--- config.mk ---
export PLATFORM = sky130hd
export DESIGN_NAME = relay_driver_spi_register_map
export DESIGN_NICKNAME = d
export VERILOG_FILES = /design/src/hdl/relay_regs_pkg.sv /design/src/hdl/reg_field.sv /design/src/hdl/relay_driver_spi_register_map.sv
export SDC_FILE = /design/constraint.sdc
export NUM_CORES = 1
export LEC_CHECK = 0
export BUFFER_PORTS_ARGS = -buffer_cell sky130_fd_sc_hd__buf_2
export CELL_PAD_IN_SITES_DETAIL_PLACEMENT = 0
export CELL_PAD_IN_SITES_GLOBAL_PLACEMENT = 1
export CORE_ASPECT_RATIO = 1.25
export CORE_UTILIZATION = 46
export CTS_CLUSTER_SIZE = 30
export DETAILED_ROUTE_END_ITERATION = 16
export GPL_TIMING_DRIVEN = 0
export PLACE_DENSITY = 0.79
export SYNTH_ARGS = -nofsm -noshare
export SYNTH_HDL_FRONTEND = slang
export SYNTH_HIERARCHICAL = 1
export SYNTH_SLANG_ARGS = --single-unit
--- constraint.sdc ---
create_clock -name clk_sys -period 7.4 [get_ports clk_sys]
set_input_delay 0.74 -clock clk_sys [delete_from_list [all_inputs] [get_ports clk_sys]]
set_output_delay 0.74 -clock clk_sys [all_outputs]
set_load 0.03 [all_outputs]
--- src/hdl/relay_regs_pkg.sv ---
// Constants for the relay driver serial register bank.
// Assumes one system clock; serial pins arrive already synchronous to it.
package relay_regs_pkg;

  // Access word layout
  localparam int          WORD_BITS      = 16;
  localparam int          RW_BIT         = 15;
  localparam int          RW_INV_BIT     = 14;
  localparam int          PRIM_HI        = 13;
  localparam int          PRIM_LO        = 10;
  localparam int          SEC_HI         = 9;
  localparam int          SEC_LO         = 8;
  localparam int          DATA_HI        = 7;
  localparam int          WIDE_DATA_HI   = 9;
  localparam int          DAISY_STEP     = 8;
  localparam logic [7:0]  CNT_MAX        = 8'hFF;

  // Primary and secondary addresses
  localparam logic [3:0]  PRIM_OUT_GRP   = 4'h0;
  localparam logic [3:0]  PRIM_MAP_GRP   = 4'h1;
  localparam logic [3:0]  PRIM_DIAG_GRP  = 4'h2;
  localparam logic [3:0]  PRIM_HW_GRP    = 4'h3;
  localparam logic [3:0]  PRIM_PGEN0     = 4'h4;
  localparam logic [3:0]  PRIM_PGEN1     = 4'h5;
  localparam logic [1:0]  SEC_0          = 2'h0;
  localparam logic [1:0]  SEC_1          = 2'h1;
  localparam logic [1:0]  SEC_2          = 2'h2;
  localparam logic [1:0]  SEC_3          = 2'h3;

  // Reset values
  localparam logic [7:0]  RST_OUT        = 8'h00;
  localparam logic [7:0]  RST_INRUSH     = 8'h00;
  localparam logic [7:0]  RST_MAP0       = 8'h04;
  localparam logic [7:0]  RST_MAP1       = 8'h08;
  localparam logic [7:0]  RST_IOL        = 8'h00;
  localparam logic [3:0]  RST_OLON_SEL   = 4'hF;
  localparam logic [3:0]  RST_PAIRING    = 4'h0;
  localparam logic [0:0]  RST_ACTIVE     = 1'h0;
  localparam logic [9:0]  RST_PGEN       = 10'h000;

  // Field positions
  localparam int          HW_ACT_BIT     = 7;
  localparam int          HW_RST_BIT     = 6;
  localparam int          HW_PAR_HI      = 3;
  localparam int          OLON_SEL_HI    = 3;
  localparam int          INPUT_STATUS_MONITOR_TER_BIT   = 7;
  localparam int          DIAG_TER_BIT   = 10;
  localparam logic [3:0]  OLON_OFF_CODE  = 4'hF;

  // Channels usable as high-side switches for the on-state check
  localparam logic [7:0]  HIGH_SIDE_MASK = 8'hFF;

  // Kind of answer queued for the next frame
  typedef enum logic [1:0] {
    RESP_DIAG = 2'b00,
    RESP_REG  = 2'b01,
    RESP_WIDE = 2'b10
  } resp_kind_e;

endpackage : relay_regs_pkg

--- src/hdl/reg_field.sv ---
// One writable register field with its own reset value.
// Assumes the caller forms the clear and write strobes on clk_sys.
module reg_field #(
  parameter int             W   = 8,
  parameter logic [W-1:0]   RST = '0
) (
  // Clock and clear
  input  wire logic         clk_sys,
  input  wire logic         clear,
  // Write port
  input  wire logic         we,
  input  wire logic [W-1:0] d,
  // Stored value
  output logic      [W-1:0] q
);

  // Clear has priority so a reset command wins over a same-cycle write
  always_ff @(posedge clk_sys) begin
    if (clear) begin
      q <= RST;
    end else if (we) begin
      q <= d;
    end
  end

endmodule // reg_field

--- src/hdl/relay_driver_spi_register_map.sv ---
// Register bank behind the 16-bit serial control port of the relay driver.
// Assumes sclk, csn and mosi are synchronous to clk_sys and much slower than it.
//
// What this block does
// - Word: bit15 write, bit14 its inverse, primary 13:10, secondary 9:8, data 7:0.
// - Pulse generator registers take ten data bits 9:0 under primary address only.
// - Output control: one bit per channel, 1 switches on, resets to 0.
// - Inrush mode: 0 latches off on error, 1 restarts automatically.
// - Input pin 0 mapping ties channels to pin 0; resets with channel 2 set.
// - Input pin 1 mapping ties channels to pin 1; resets with channel 3 set.
// - Input status monitor is read-only and carries the previous frame error flag.
// - Open-load current register enables diagnostic current per channel, resets to 0.
// - Output status monitor is read-only, 1 where comparator shows open-load level.
// - On-state open-load monitor is read-only, valid for high-side channels only.
// - Channel select code 0 to 7 picks checked channel; 15 default disables.
// - Hardware configuration bit 7 requests active mode; 0 leaves it.
// - Writing bit 6 executes a reset command; bit clears itself.
// - Bits 3:0 pair neighbouring channels' protection; bits 5:4 reserved, read 0.
// - Latch clear is write-only; 1 clears that channel's error latch.
// - Error flag set unless frame had 16 plus multiple of 8 clocks, 248 at most.
// - First pulse generator: bits 9:8 divider, bits 7:0 duty cycle.
module relay_driver_spi_register_map (
  // Clock and reset
  input  wire logic       clk_sys,
  input  wire logic       reset,
  // Serial control port
  input  wire logic       sclk,
  input  wire logic       csn,
  input  wire logic       mosi,
  output logic            misoOut,
  output logic            misoEn,
  // Parallel input pins
  input  wire logic [1:0] inputPins,
  // Analog diagnosis results
  input  wire logic [7:0] outputStatus,
  input  wire logic [7:0] onOpenLoad,
  // Channel control towards the power stage
  output logic [7:0]      channelOn,
  output logic [7:0]      inrushRestart,
  output logic [7:0]      openloadCurrentEnable,
  output logic [3:0]      checkedChannelSelect,
  output logic [7:0]      errorLatchClear,
  // Device configuration
  output logic            activeModeRequest,
  output logic [3:0]      channelPairing,
  output logic            resetCommand,
  output logic [9:0]      pulseGen0Config,
  output logic [9:0]      pulseGen1Config
);
  import relay_regs_pkg::*;

  // Serial engine state
  logic [15:0]      shift_r;
  logic [7:0]       bitCnt_r;
  logic             sclkPrev_r;
  logic             csnPrev_r;
  logic             misoOut_r;
  logic             misoEn_r;

  // Answer queued for the next frame
  resp_kind_e       respKind_r;
  logic [3:0]       respPrim_r;
  logic [1:0]       respSec_r;
  logic             terFlag_r;

  // Outputs held in flops
  logic [7:0]       channelOn_r;
  logic [7:0]       latchClear_r;
  logic             softReset_r;

  // Register contents
  logic [7:0]       outCtrl;
  logic [7:0]       inrushCtrl;
  logic [7:0]       map0;
  logic [7:0]       map1;
  logic [7:0]       iolEnable;
  logic [3:0]       olonSel;
  logic [3:0]       pairing;
  logic [0:0]       activeMode;
  logic [9:0]       pgen0;
  logic [9:0]       pgen1;

  // Edge and frame events
  wire              sclkRise   = ~csn & sclk & ~sclkPrev_r;
  wire              sclkFall   = ~csn & ~sclk & sclkPrev_r;
  wire              frameStart = csnPrev_r & ~csn;
  wire              frameEnd   = ~csnPrev_r & csn;

  // Clock count check for plain and daisy-chained frames
  wire              countOk    = (bitCnt_r >= 8'(WORD_BITS)) &&
                                 (bitCnt_r[2:0] == 3'h0) &&
                                 (bitCnt_r != CNT_MAX);

  // Command word fields of the last sixteen bits clocked in
  wire              cmdWrite   = shift_r[RW_BIT] & ~shift_r[RW_INV_BIT];
  wire              cmdRead    = ~shift_r[RW_BIT] & shift_r[RW_INV_BIT];
  wire [3:0]        cmdPrim    = shift_r[PRIM_HI:PRIM_LO];
  wire [1:0]        cmdSec     = shift_r[SEC_HI:SEC_LO];
  wire [7:0]        cmdData    = shift_r[DATA_HI:0];
  wire [9:0]        cmdWide    = shift_r[WIDE_DATA_HI:0];
  wire              cmdIsWide  = (cmdPrim == PRIM_PGEN0) || (cmdPrim == PRIM_PGEN1);

  // A malformed frame is dropped whole, so a bad count never writes
  wire              wrOk       = frameEnd & countOk & cmdWrite;
  wire              rdOk       = frameEnd & countOk & cmdRead;

  // Register write strobes
  wire              weOut      = wrOk && cmdPrim == PRIM_OUT_GRP  && cmdSec == SEC_0;
  wire              weInrush   = wrOk && cmdPrim == PRIM_OUT_GRP  && cmdSec == SEC_1;
  wire              weMap0     = wrOk && cmdPrim == PRIM_MAP_GRP  && cmdSec == SEC_0;
  wire              weMap1     = wrOk && cmdPrim == PRIM_MAP_GRP  && cmdSec == SEC_1;
  wire              weIol      = wrOk && cmdPrim == PRIM_DIAG_GRP && cmdSec == SEC_0;
  wire              weOlonAddr = wrOk && cmdPrim == PRIM_DIAG_GRP && cmdSec == SEC_3;
  wire              weHw       = wrOk && cmdPrim == PRIM_HW_GRP   && cmdSec == SEC_0;
  wire              weClear    = wrOk && cmdPrim == PRIM_HW_GRP   && cmdSec == SEC_1;
  wire              wePgen0    = wrOk && cmdPrim == PRIM_PGEN0;
  wire              wePgen1    = wrOk && cmdPrim == PRIM_PGEN1;

  // Reserved selector codes are dropped; the previous choice stays in force
  wire              selCodeOk  = ~cmdData[OLON_SEL_HI] ||
                                 (cmdData[OLON_SEL_HI:0] == OLON_OFF_CODE);
  wire              weOlon     = weOlonAddr & selCodeOk;

  // Reset command request from the configuration write
  wire              softRstReq = weHw & cmdData[HW_RST_BIT];

  // Either reset returns every register to its default
  wire              regClear   = reset | softReset_r;

  // Plain byte registers
  reg_field #(.W(8), .RST(RST_OUT)) u_outCtrl (
    .clk_sys (clk_sys),
    .clear   (regClear),
    .we      (weOut),
    .d       (cmdData),
    .q       (outCtrl)
  );

  reg_field #(.W(8), .RST(RST_INRUSH)) u_inrush (
    .clk_sys (clk_sys),
    .clear   (regClear),
    .we      (weInrush),
    .d       (cmdData),
    .q       (inrushCtrl)
  );

  reg_field #(.W(8), .RST(RST_MAP0)) u_map0 (
    .clk_sys (clk_sys),
    .clear   (regClear),
    .we      (weMap0),
    .d       (cmdData),
    .q       (map0)
  );

  reg_field #(.W(8), .RST(RST_MAP1)) u_map1 (
    .clk_sys (clk_sys),
    .clear   (regClear),
    .we      (weMap1),
    .d       (cmdData),
    .q       (map1)
  );

  reg_field #(.W(8), .RST(RST_IOL)) u_iol (
    .clk_sys (clk_sys),
    .clear   (regClear),
    .we      (weIol),
    .d       (cmdData),
    .q       (iolEnable)
  );

  // Only the low nibble of the selector is stored; bits 7:4 are reserved
  reg_field #(.W(4), .RST(RST_OLON_SEL)) u_olonSel (
    .clk_sys (clk_sys),
    .clear   (regClear),
    .we      (weOlon),
    .d       (cmdData[OLON_SEL_HI:0]),
    .q       (olonSel)
  );

  // Configuration fields; bits 5:4 and the reset bit are never stored
  reg_field #(.W(4), .RST(RST_PAIRING)) u_pairing (
    .clk_sys (clk_sys),
    .clear   (regClear),
    .we      (weHw),
    .d       (cmdData[HW_PAR_HI:0]),
    .q       (pairing)
  );

  reg_field #(.W(1), .RST(RST_ACTIVE)) u_active (
    .clk_sys (clk_sys),
    .clear   (regClear),
    .we      (weHw),
    .d       (cmdData[HW_ACT_BIT]),
    .q       (activeMode)
  );

  // Ten-bit pulse generator settings
  reg_field #(.W(10), .RST(RST_PGEN)) u_pgen0 (
    .clk_sys (clk_sys),
    .clear   (regClear),
    .we      (wePgen0),
    .d       (cmdWide),
    .q       (pgen0)
  );

  reg_field #(.W(10), .RST(RST_PGEN)) u_pgen1 (
    .clk_sys (clk_sys),
    .clear   (regClear),
    .we      (wePgen1),
    .d       (cmdWide),
    .q       (pgen1)
  );

  // Read-back values, formed when the answer is loaded
  wire [7:0]        instValue  = {terFlag_r, 5'h00, inputPins};
  wire [7:0]        olonValue  = onOpenLoad & HIGH_SIDE_MASK;
  wire [7:0]        hwValue    = {activeMode, 3'h0, pairing};
  wire [7:0]        selValue   = {4'h0, olonSel};

  // Byte read multiplexer; write-only and unmapped addresses read zero
  logic [7:0]       readByte;
  always_comb begin
    readByte = 8'h00;
    unique case ({respPrim_r, respSec_r})
      {PRIM_OUT_GRP,  SEC_0}: readByte = outCtrl;
      {PRIM_OUT_GRP,  SEC_1}: readByte = inrushCtrl;
      {PRIM_MAP_GRP,  SEC_0}: readByte = map0;
      {PRIM_MAP_GRP,  SEC_1}: readByte = map1;
      {PRIM_MAP_GRP,  SEC_2}: readByte = instValue;
      {PRIM_DIAG_GRP, SEC_0}: readByte = iolEnable;
      {PRIM_DIAG_GRP, SEC_1}: readByte = outputStatus;
      {PRIM_DIAG_GRP, SEC_2}: readByte = olonValue;
      {PRIM_DIAG_GRP, SEC_3}: readByte = selValue;
      {PRIM_HW_GRP,   SEC_0}: readByte = hwValue;
      default:                readByte = 8'h00;
    endcase
  end

  // Ten-bit read for the pulse generator registers
  wire [9:0]        readWide   = (respPrim_r == PRIM_PGEN1) ? pgen1 : pgen0;

  // Word shifted out in the next frame
  logic [15:0]      respWord;
  always_comb begin
    respWord = 16'h0000;
    unique case (respKind_r)
      RESP_DIAG: respWord = 16'(terFlag_r) << DIAG_TER_BIT;
      RESP_REG:  respWord = {2'b10, respPrim_r, respSec_r, readByte};
      RESP_WIDE: respWord = {2'b10, respPrim_r, readWide};
      default:   respWord = 16'h0000;
    endcase
  end

  // Channel drive merges register control with the mapped input pins
  wire [7:0]        driveNxt   = outCtrl |
                                 (map0 & {8{inputPins[0]}}) |
                                 (map1 & {8{inputPins[1]}});

  // Edge trackers for the serial pins
  always_ff @(posedge clk_sys) begin
    if (reset) begin
      sclkPrev_r <= 1'b0;
      csnPrev_r  <= 1'b1;
    end else begin
      sclkPrev_r <= sclk;
      csnPrev_r  <= csn;
    end
  end

  // One shift register serves in and out, which gives daisy-chain pass-through
  always_ff @(posedge clk_sys) begin
    if (reset) begin
      shift_r <= 16'h0000;
    end else if (frameStart) begin
      shift_r <= respWord;
    end else if (sclkRise) begin
      shift_r <= {shift_r[14:0], mosi};
    end
  end

  // Clock counter saturates so a runaway frame cannot wrap into a legal count
  always_ff @(posedge clk_sys) begin
    if (reset || frameStart) begin
      bitCnt_r <= 8'h00;
    end else if (sclkRise && bitCnt_r != CNT_MAX) begin
      bitCnt_r <= bitCnt_r + 8'h01;
    end
  end

  // Data out changes on falling clock; the first bit is ready at select
  always_ff @(posedge clk_sys) begin
    if (reset) begin
      misoOut_r <= 1'b0;
      misoEn_r  <= 1'b0;
    end else begin
      misoEn_r <= ~csn;
      if (frameStart) begin
        misoOut_r <= respWord[WORD_BITS-1];
      end else if (sclkFall) begin
        misoOut_r <= shift_r[WORD_BITS-1];
      end
    end
  end

  // Error flag reflects each frame; any reset forces it high
  always_ff @(posedge clk_sys) begin
    if (regClear) begin
      terFlag_r <= 1'b1;
    end else if (frameEnd) begin
      terFlag_r <= ~countOk;
    end
  end

  // After any reset the first answer is the input status register
  always_ff @(posedge clk_sys) begin
    if (regClear) begin
      respKind_r <= RESP_REG;
      respPrim_r <= PRIM_MAP_GRP;
      respSec_r  <= SEC_2;
    end else if (rdOk) begin
      respKind_r <= cmdIsWide ? RESP_WIDE : RESP_REG;
      respPrim_r <= cmdPrim;
      respSec_r  <= cmdIsWide ? SEC_0 : cmdSec;
    end else if (frameEnd) begin
      respKind_r <= RESP_DIAG;
      respPrim_r <= PRIM_OUT_GRP;
      respSec_r  <= SEC_0;
    end
  end

  // Strobes: latch clear and reset command last one cycle each
  always_ff @(posedge clk_sys) begin
    if (reset) begin
      latchClear_r <= 8'h00;
      softReset_r  <= 1'b0;
    end else begin
      latchClear_r <= weClear ? cmdData : 8'h00;
      softReset_r  <= softRstReq;
    end
  end

  // Registered channel drive
  always_ff @(posedge clk_sys) begin
    if (regClear) begin
      channelOn_r <= 8'h00;
    end else begin
      channelOn_r <= driveNxt;
    end
  end

  // Output assignments
  assign misoOut               = misoOut_r;
  assign misoEn                = misoEn_r;
  assign channelOn             = channelOn_r;
  assign inrushRestart         = inrushCtrl;
  assign openloadCurrentEnable = iolEnable;
  assign checkedChannelSelect  = olonSel;
  assign errorLatchClear       = latchClear_r;
  assign activeModeRequest     = activeMode[0];
  assign channelPairing        = pairing;
  assign resetCommand          = softReset_r;
  assign pulseGen0Config       = pgen0;
  assign pulseGen1Config       = pgen1;

endmodule // relay_driver_spi_register_map

==> impl_metrics.py, run 1 <==
metrics = {
    "outcome": {
        "outcome": "finished, final reports clean",
    },
    "worst_setup_path": {
        "slowest_delay_ns": 0.62,
        "cp_max_fo": 25,
        "required_ns": 7.68,
        "path_class": "in2reg",
        "crit_path_cell_trace": "clkbuf_1 -> or2_2 -> clkbuf_1 -> clkbuf_2 -> buf_1 -> nor2_1",
        "path_common_cell": "clkbuf_1",
        "cp-end-kind": "flip-flop",
        "start_kind": "primary input",
        "cp_data_arrival_time_ns": 3.00,
        "timing.critical_path.slowest_stage_cell": "clkbuf_2",
    },
    "detailed_routing": {
        "routed_wl_mm": 16.31,
        "ant_nets": 0,
        "drt_iter0_drc": 215,
        "dr.pass1.iters": 5,
        "top_layer_used": "met4",
        "met2_wirelength_mm": 8.129,
        "viasPerCell": 5.574,
        "wl_per_cell_um": 18.83,
        "dr_wl_met3_um": 902,
        "remaining_drc_errors": 0,
        "vias": 4827,
        "wl_met1_mm": 7.091,
    },
    "timing": {
        "drv_slew": 0,
        "clock.fmax_mhz": 368.3,
        "skew_ns": 0.007177,
        "setup_violations": 0,
        "slew_headroom_pct": 55.07,
        "final_hold_viol_count": 0,
        "period_share_pct": 36.69,
        "rsz0062_at_grt": "no",
        "tightest_slew_ns": 0.6730,
        "fin_crit_ns": 2.715,
        "totalNegativeSetupSlack_ns": 0,
    },
    "synth": {
        "synth-async-reset-ratio_pct": 0,
        "synth-edff-count": 0,
        "synth_ff_type": "dfxtp_1",
        "ys_ff_latch": 123,
        "synthDistinctLibCells": 63,
        "ys_seq_area_share_pct": 42.99,
        "syn_nets": 617,
        "syn_area_per_cell_um2": 9.741,
        "syn_area_um2": 5728,
        "yosys.area.top_type": "dfxtp_1",
        "syn_inst": 588,
        "synth_warnings": 6,
        "synth_top_cell_area_share_pct": 42.99,
        "yosys-top-cells-area": "dfxtp_1 (43%), mux2i_1 (14%), nor2_1 (7.3%), mux2_2 (2.6%), a221oi_1 (2.0%)",
    },
    "clock_network": {
        "cts_buffer_depth": 2,
        "clock_latency_ns": 0.41,
        "cts-buffers-inserted": 17,
        "cts_root_buffer": "clkbuf_16",
        "post_cts_resized": 0,
        "cts_setup_buffers": 0,
        "cts.clk_slew.worst_paths_ns": 0.05,
        "ctsHoldBuffers": 0,
        "cts_tree": "yes",
        "htree_levels": 4,
        "cts.sinks": 123,
    },
    "flow_run": {
        "maxCapViolCount": 0,
    },
    "grt": {
        "grt_max_degree": 26,
        "grt_pass1_vias": 4512,
        "grt_pass1_wl_mm": 25.21,
        "grt_use_total_pct": 26.32,
        "overflow": 0,
        "antenna_found_initial": 0,
    },
    "worst_hold_path": {
        "hp-class": "reg2reg",
    },
    "layout": {
        "drive_above_1_share_pct": 23.93,
        "num_antenna_cells": 0,
        "fin_cells": 866,
        "area_growth_pct": 21.67,
        "nNetsFinal": 719,
    },
    "pwr": {
        "pwr_density_cell_nw_per_um2": 236.3,
        "p_sw_share_pct": 21.70,
        "p_leak_nw": 2.732,
        "clkPwrFrac_pct": 52.5,
        "switchingPower_mw": 0.3573,
        "p_int_mw": 1.289,
        "p_comb_share_pct": 5.3,
        "vdd_drop_max_mv": 0.1459,
        "pwr-share-seq_pct": 42.2,
    },
    "floorplan": {
        "dieHeight_um": 126.8,
        "core_um2": 12160,
        "dieArea_um2": 12910,
        "rows": 45,
        "die_w_um": 101.8,
        "initial_core_util_pct": 47.10,
        "io_pins": 87,
    },
    "placed_design": {
        "gp_congestion": 0.9254,
        "io_buffers": 82,
        "dp_hpwl_mm": 11.82,
        "dpl.cell_count": 835,
    },
}
per-layer routing:
layer / track usage, % / vias to the layer above
met3: 4.683 / 17
met2: 44.36 / 168
met1: 33.92 / 2323
li1: - / 2319
met5: 0 / -
met4: 8.151 / 0
placed cells by master, fill, tap and decap left out, types with 12 or more instances in the layout:
| cell type | netlist | final |
|---|---|---|
| nor2_1 | 112 | 112 |
| a21oi_1 | 12 | 12 |
| clkbuf_16 | 0 | 17 |
| nand2_1 | 22 | 22 |
| dfxtp_1 | 123 | 123 |
| a221oi_1 | 13 | 13 |
| o21ai_0 | 12 | 12 |
| buf_2 | 7 | 90 |
| mux2_2 | 13 | 13 |
| mux2i_1 | 80 | 80 |
kinds of logic (layout without fill, tap and decap cells):
| logic type | after synthesis | count (layout) | synth area share, % |
|---|---|---|---|
| buffers and inverters | 49 | 163 | 4.762 |
| XOR/XNOR | 5 | 5 | 0.7647 |
| multiplexers | 98 | 98 | 18.50 |
| flip-flops | 123 | 123 | 42.99 |
| adder cells (fa/ha/maj) | 6 | 6 | 1.311 |
| AND/OR/NAND/NOR | 212 | 212 | 19.18 |
| AO/OA/AOI/OAI | 95 | 95 | 12.49 |
registers in the layout (all words and copies together), names as in the netlist, 2 cells and up:
register         cells
bitCnt_r             8
u_map0/q             8
shift_r             16
respSec_r            2
u_pairing/q          4
errorLatchClear      8
u_pgen0/q           10
respKind_r           2
u_olonSel/q          4
u_inrush/q           8
channelOn            8
u_iol/q              8
u_pgen1/q           10
u_outCtrl/q          8
u_map1/q             8
respPrim_r           4
path summary, 6_finish.rpt:
check,startpoint,end,slack [ns],cells past startpoint
worst max-delay path,reset,u_pgen0/q[9],4.68,6
worst min-delay path,shift_r[14],shift_r[14],0.50,2
worst max register to register,csnPrev_r,u_iol/q[6],4.99,9
worst min register to register,shift_r[14],shift_r[14],0.50,2
through the flow:
step	setup slack, ns	instance area (um^2)	hold WS [ns]	utilization, %	power, mW
finish	4.685	6969	0.4987	57.30	1.647
global route	4.504	6969	0.5379	57.30	1.695
floorplan	4.490	5728	0.4634	-	0.7562
CTS	4.271	6968	0.5026	57.29	1.660
detailed placement	3.863	6350	0.4933	52.21	0.7939
global placement	3.859	6344	0.4837	52.16	0.7923
power groups by stage:
stage | Combinational (mW) | Sequential [mW] | Clock, mW
after global placement | 0.0846 | 0.708 | 0
after CTS | 0.0860 | 0.694 | 0.879
after detailed placement | 0.0856 | 0.708 | 0
after global routing | 0.0940 | 0.695 | 0.906
after floorplan | 0.0562 | 0.700 | 0
final | 0.0869 | 0.695 | 0.865
cell type report:
| cell class | instances | area, um^2 |
|---|---|---|
| Buffer | 41 | 244.0 |
| Multi-Input combinational cell | 416 | 2994 |
| Clock inverter | 8 | 140.1 |
| Clock buffer | 23 | 478.0 |
| Inverter | 8 | 30.03 |
| Fill cell | 1124 | 5192 |
| Timing Repair Buffer | 83 | 415.4 |
| Sequential cell | 123 | 2462 |
| Tap cell | 164 | 205.2 |
synth_stat cells (3+ instances only):
| master | n |
|---|---|
| o32ai_1 | 3 |
| clkbuf_1 | 9 |
| o21bai_1 | 3 |
| nor2_1 | 112 |
| clkbuf_2 | 4 |
| and2_1 | 8 |
| a311oi_1 | 4 |
| a22oi_1 | 6 |
| o21ai_0 | 12 |
| mux4_2 | 5 |
| a32o_1 | 3 |
| inv_1 | 8 |
| a31oi_1 | 4 |
| buf_2 | 7 |
| a21oi_1 | 12 |
| dfxtp_1 | 123 |
| xor2_1 | 3 |
| a221oi_1 | 13 |
| and3_1 | 4 |
| nand2b_1 | 9 |
| mux2_2 | 13 |
| buf_1 | 10 |
| buf_6 | 9 |
| nor3b_2 | 3 |
| nand3b_1 | 4 |
| mux2i_1 | 80 |
| ha_1 | 6 |
| a211o_1 | 7 |
| nor2b_1 | 10 |
| a211oi_1 | 6 |
| a22o_1 | 6 |
| nor3_1 | 8 |
| nand3_1 | 9 |
| nand2_1 | 22 |
critical path: cells and delay by family:
kind          cells  cell delay, ns
buf+inv           4            1.92
simple gates      2            0.32
(Power assumes the default switching activity.)
==> run 2, diff against run 1 <==
ABC_AREA = 1   (was unset)
CORE_UTILIZATION = 37   (was 46)
PLACE_DENSITY = 0.73   (was 0.79)
clock period = 2.29 ns   (was 7.4 ns; I/O delays follow)
==> impl_metrics.py, run 2 <==
metrics = {
    "synth": {
        "syn_area_um2": 6192,
        "synth-async-reset-ratio_pct": 0,
        "synth_top_cell_area_share_pct": 39.77,
        "syn_area_per_cell_um2": 6.525,
        "synth-edff-count": 0,
        "syn_inst": 949,
        "synthDistinctLibCells": 34,
        "ys_ff_latch": 123,
        "syn_nets": 978,
        "yosys-top-cells-count": "nand2_1 (264), nor2_1 (177), inv_1 (136)",
        "ys_seq_area_share_pct": 39.77,
        "yosysMostFrequentCell": "nand2_1",
        "synth_warnings": 6,
        "yosys.area.top_type": "dfxtp_1",
        "yosys-top-cells-area": "dfxtp_1 (40%), nand2_1 (16%), nor2_1 (11%), inv_1 (8.2%), o21ai_0 (3.6%)",
        "synth_ff_type": "dfxtp_1",
    },
    "floorplan": {
        "dieArea_um2": 17260,
        "initial_core_util_pct": 38.07,
        "rows": 52,
        "dieHeight_um": 146.6,
        "io_pins": 87,
        "die_w_um": 117.7,
        "core_um2": 16270,
    },
    "worst_setup_path": {
        "crit_start": "bitCnt_r[0]",
        "cp_data_arrival_time_ns": 2.32,
        "cp_max_fo": 10,
        "reg2reg_from": "bitCnt_r[0]",
        "start_kind": "flip-flop",
        "required_ns": 2.61,
        "path_class": "reg2reg",
        "cp-end-kind": "flip-flop",
    },
    "layout": {
        "drive_above_1_share_pct": 17.51,
        "nFillCells": 1816,
        "largestRegisters": "shift_r x16, u_pgen0/q x10, u_pgen1/q x10",
        "multi_input_area_um2": 2974,
        "postLayoutCellArea_um2": 7517,
        "num_antenna_cells": 0,
        "largest_register": "shift_r",
        "nNetsFinal": 1081,
        "regArea_um2": 2462,
        "area_growth_pct": 21.40,
        "fin_cells": 1278,
        "largest_reg_flops": 16,
        "final_cell_mix": "nand2_1 (264), nor2_1 (174), inv_1 (136)",
        "mostFrequentLayoutCell": "nand2_1",
    },
    "timing": {
        "slew_headroom_pct": 44.92,
        "tightest_slew_ns": 0.8251,
        "drv_slew": 0,
        "layout_setup_ws_ns": 0.2874,
        "period_share_pct": 87.45,
        "rsz0062_at_grt": "no",
        "setup_violations": 0,
        "final_hold_viol_count": 0,
        "totalNegativeSetupSlack_ns": 0,
        "fin_crit_ns": 2.003,
        "skew_ns": 0.007614,
        "clock.fmax_mhz": 499.4,
        "whs_ns": 0.04244,
    },
    "detailed_routing": {
        "routed_wl_mm": 19.39,
        "viasPerCell": 4.603,
        "wl_per_cell_um": 15.17,
        "remaining_drc_errors": 0,
        "ant_nets": 0,
        "vias": 5882,
        "dr.pass1.iters": 5,
        "drt_iter0_drc": 413,
    },
    "grt": {
        "overflow": 0,
        "grt_use_total_pct": 23.34,
        "grt_pass1_wl_mm": 30.32,
        "grt_pass1_vias": 5610,
        "grt_max_degree": 17,
        "antenna_found_initial": 0,
    },
    "clock_network": {
        "cts_setup_buffers": 0,
        "htree_levels": 4,
        "cts-buffers-inserted": 17,
        "clock_latency_ns": 0.42,
        "cts.sinks": 123,
        "cts_buffer_depth": 2,
        "cts_root_buffer": "clkbuf_16",
        "cts.clk_slew.worst_paths_ns": 0.05,
        "cts_tree": "yes",
    },
    "outcome": {
        "outcome": "finished, final reports clean",
    },
    "pwr": {
        "p_leak_nw": 3.515,
        "vdd_drop_max_mv": 0.4148,
        "pwr_density_cell_nw_per_um2": 708.8,
    },
    "placed_design": {
        "io_buffers": 83,
        "placed_area_um2": 6878,
        "dpl.cell_count": 1248,
        "gp_congestion": 0.8348,
        "dp_slack_ns": -0.01195,
        "dp_hpwl_mm": 14.12,
    },
    "flow_run": {
        "maxCapViolCount": 0,
    },
    "worst_hold_path": {
        "worstHoldStart": "sclk",
        "hp-class": "in2reg",
    },
}
run 2: path summary, 6_finish.rpt:
| check | endpoint | cells after the start | slack (ns) |
|---|---|---|---|
| worst min register to register | bitCnt_r[3] | 2 | 0.48 |
| worst min-delay path | sclkPrev_r | 3 | 0.04 |
| worst max-delay path | u_iol/q[6] | 13 | 0.29 |
| worst max register to register | u_iol/q[6] | 13 | 0.29 |
run 2: repair_timing:
action	4_1_cts	5_1_grt
endpoints found under the setup margin	0	42
hold endpoints to repair	2	0
gates resized for setup	0	7
hold buffers	1	0
run 2: power breakdown:
part           switching (mW)  leakage, nW  internal (mW)  total (mW)
logic                   0.217         2.23          0.102       0.319
clock network           0.943        0.290           1.80        2.74
registers              0.0908        0.996           2.17        2.26
run 2: layout make-up:
cell class                      count  share of cell area (%)
Tap cell                          216                   3.595
Buffer                             29                   3.113
Timing Repair Buffer               84                   5.659
Multi-Input combinational cell    650                   39.56
Sequential cell                   123                   32.76
Inverter                          147                   7.340
Clock buffer                       22                   6.441
Clock inverter                      7                   1.531
run 2: cell families (layout without fill, tap and decap cells):
family                   after synthesis  after routing  share of synthesized area, %
AO/OA/AOI/OAI                        102            102                         10.00
XOR/XNOR                               2              2                        0.2829
adder cells (fa/ha/maj)                6              6                         1.212
buffers and inverters                176            289                         12.69
flip-flops                           123            123                         39.77
AND/OR/NAND/NOR                      540            540                         36.05
run 2: through the flow:
stage                     power, mW  util [%]
after floorplan               2.485         -
after global placement        2.623     42.28
after detailed placement      2.621     42.28
after CTS                     5.369     46.03
after global routing          5.521     46.22
final                         5.328     46.22
run 2: worst max-delay path: stages, from the launching register on:
cell and delay, ns:
dfxtp_1 0.32, inv_1 0.09, ha_1 0.16, nand4_1 0.14
inv_1 0.11, nand3_2 0.13, nor2_2 0.19, nand2_1 0.12
nor2_2 0.17, buf_6 0.16, buf_6 0.14, nand2_1 0.06
nand2_1 0.07, nor2_2 0.03
run 2: layer usage:
layer / vias up / share of wire (%) / routed length, um / track usage, %
li1: 3114 / - / - / -
met4: 0 / 4.1 / 793 / 12.50
met5: - / 0 / 0 / 0
met1: 2600 / 44 / 8518 / 28.00
met2: 129 / 48 / 9386 / 39.15
met3: 39 / 3.6 / 691 / 4.648
==> run 3, diff against run 2 <==
ABC_AREA = unset   (was 1)
CAP_MARGIN = 25   (was unset)
CORE_UTILIZATION = 40   (was 37)
CTS_CLUSTER_SIZE = unset   (was 30)
==> impl_metrics.py, run 3 (same netlist as run 1, synthesis figures left out) <==
metrics = {
    "timing": {
        "whs_ns": 0.04693,
        "layout_setup_ws_ns": 0.05031,
        "skew_ns": 0.008582,
        "final_hold_viol_count": 0,
        "clock.fmax_mhz": 446.5,
        "period_share_pct": 97.80,
        "tightest_slew_ns": 0.6712,
        "drv_slew": 0,
        "slew_headroom_pct": 54.10,
        "setup_violations": 0,
        "fin_crit_ns": 2.240,
        "rsz0062_at_grt": "yes",
    },
    "clock_network": {
        "cts.clk_slew.worst_paths_ns": 0.06,
        "ctsHoldBuffers": 0,
        "htree_levels": 4,
        "cts_root_buffer": "clkbuf_16",
        "clock_latency_ns": 0.42,
        "cts-buffers-inserted": 17,
        "cts.sinks": 123,
        "cts_tree": "yes",
        "cts_buffer_depth": 2,
    },
    "placed_design": {
        "dp_slack_ns": -0.4182,
        "dp_hpwl_mm": 12.55,
        "io_buffers": 82,
        "gp_congestion": 0.8552,
    },
    "worst_setup_path": {
        "path_class": "reg2reg",
        "timing.critical_path.slowest_stage_cell": "a221oi_1",
        "slowest_delay_ns": 0.59,
        "cp-end-kind": "flip-flop",
        "required_ns": 2.56,
        "start_kind": "flip-flop",
        "cp_data_arrival_time_ns": 2.51,
        "crit_path_cell_trace": "clkbuf_2 -> buf_4 -> mux4_2 -> a221oi_1 -> o32ai_1",
        "cp_max_fo": 10,
        "crit_buf_inv": 2,
        "critPathTopFamily": "compound AO/OA/AOI/OAI gates",
    },
    "layout": {
        "nNetsFinal": 722,
        "largestRegisters": "shift_r x16, u_pgen0/q x10, u_pgen1/q x10",
        "postLayoutCoreUtil_pct": 50.68,
        "final_cell_mix": "dfxtp_1 (120), nor2_1 (111), buf_2 (90)",
        "mostFrequentLayoutCell": "dfxtp_1",
        "nFillCells": 1335,
        "drive_above_1_share_pct": 25.92,
        "largest_register": "shift_r",
        "area_growth_pct": 22.74,
        "num_antenna_cells": 0,
        "largest_reg_flops": 16,
    },
    "detailed_routing": {
        "drt_iter0_drc": 325,
        "vias": 4868,
        "routed_wl_mm": 17.37,
        "wl_per_cell_um": 19.72,
        "dr.pass1.iters": 5,
        "remaining_drc_errors": 0,
        "ant_nets": 0,
        "viasPerCell": 5.526,
    },
    "floorplan": {
        "core_um2": 13870,
        "io_pins": 87,
        "rows": 48,
        "dieHeight_um": 135.8,
        "die_w_um": 109.0,
        "dieArea_um2": 14810,
        "initial_core_util_pct": 41.29,
    },
    "pwr": {
        "total_power_mw": 5.187,
        "p_leak_nw": 2.737,
        "vdd_drop_max_mv": 0.4181,
        "pwr_density_cell_nw_per_um2": 737.8,
    },
    "grt": {
        "grt_use_total_pct": 24.48,
        "grt_pass1_vias": 4786,
        "antenna_found_initial": 0,
        "overflow": 0,
        "grt_pass1_wl_mm": 26.45,
        "grt_max_degree": 17,
    },
    "outcome": {
        "outcome": "finished, final reports clean",
    },
    "flow_run": {
        "maxCapViolCount": 0,
    },
    "worst_hold_path": {
        "hp-class": "in2reg",
    },
}
-- run 3: path summary, 6_finish.rpt --
check	start	depth (start not counted)	slack [ns]	endpoint
worst max-delay path	respSec_r[0]	5	0.05	shift_r[4]
worst min-delay path	csn	2	0.05	misoEn
worst max register to register	respSec_r[0]	5	0.05	shift_r[4]
worst min register to register	shift_r[14]	2	0.51	shift_r[14]
-- run 3: layout make-up --
type,instances,area [um^2],area share [%]
multi-input cells,416,3027,43.05
flip-flops and latches,123,2469,35.11
clock inverters,10,116.4,1.655
clock buffers,22,474.2,6.745
inverters,8,30.03,0.4271
plain buffers,39,229.0,3.257
well taps,175,219.0,3.114
repair buffers,88,466.7,6.638
-- run 3: where the power goes --
part	switching [mW]	internal (mW)	total [mW]
Clock	0.970	1.68	2.65
Sequential	0.0708	2.17	2.24
Combinational	0.186	0.105	0.290
-- run 3: repair_timing --
| action | 4_1_cts | 5_1_grt |
|---|---|---|
| gates resized for setup | 6 | 8 |
| pin swaps | 1 | 4 |
| setup endpoints to repair | 32 | 24 |
| gates cloned | 0 | 0 |
| buffers inserted | 1 | 3 |
-- run 3: layer usage --
metal / track usage (%) / vias up / wire length, um
met1: 29.17 / 2373 / 7410
met3: 5.002 / 23 / 704
met5: 0 / - / 0
met2: 42.98 / 150 / 9021
met4: 8.559 / 0 / 238
li1: - / 2322 / -
-- run 3: through the flow --
step	instance area (um^2)	TNS, ns	std cells
floorplan	5729	0	588
global placement	6359	-41.82	845
detailed placement	6385	-18.44	847
CTS	6995	0	879
global route	7030	-0.06137	881
finish	7030	0	881
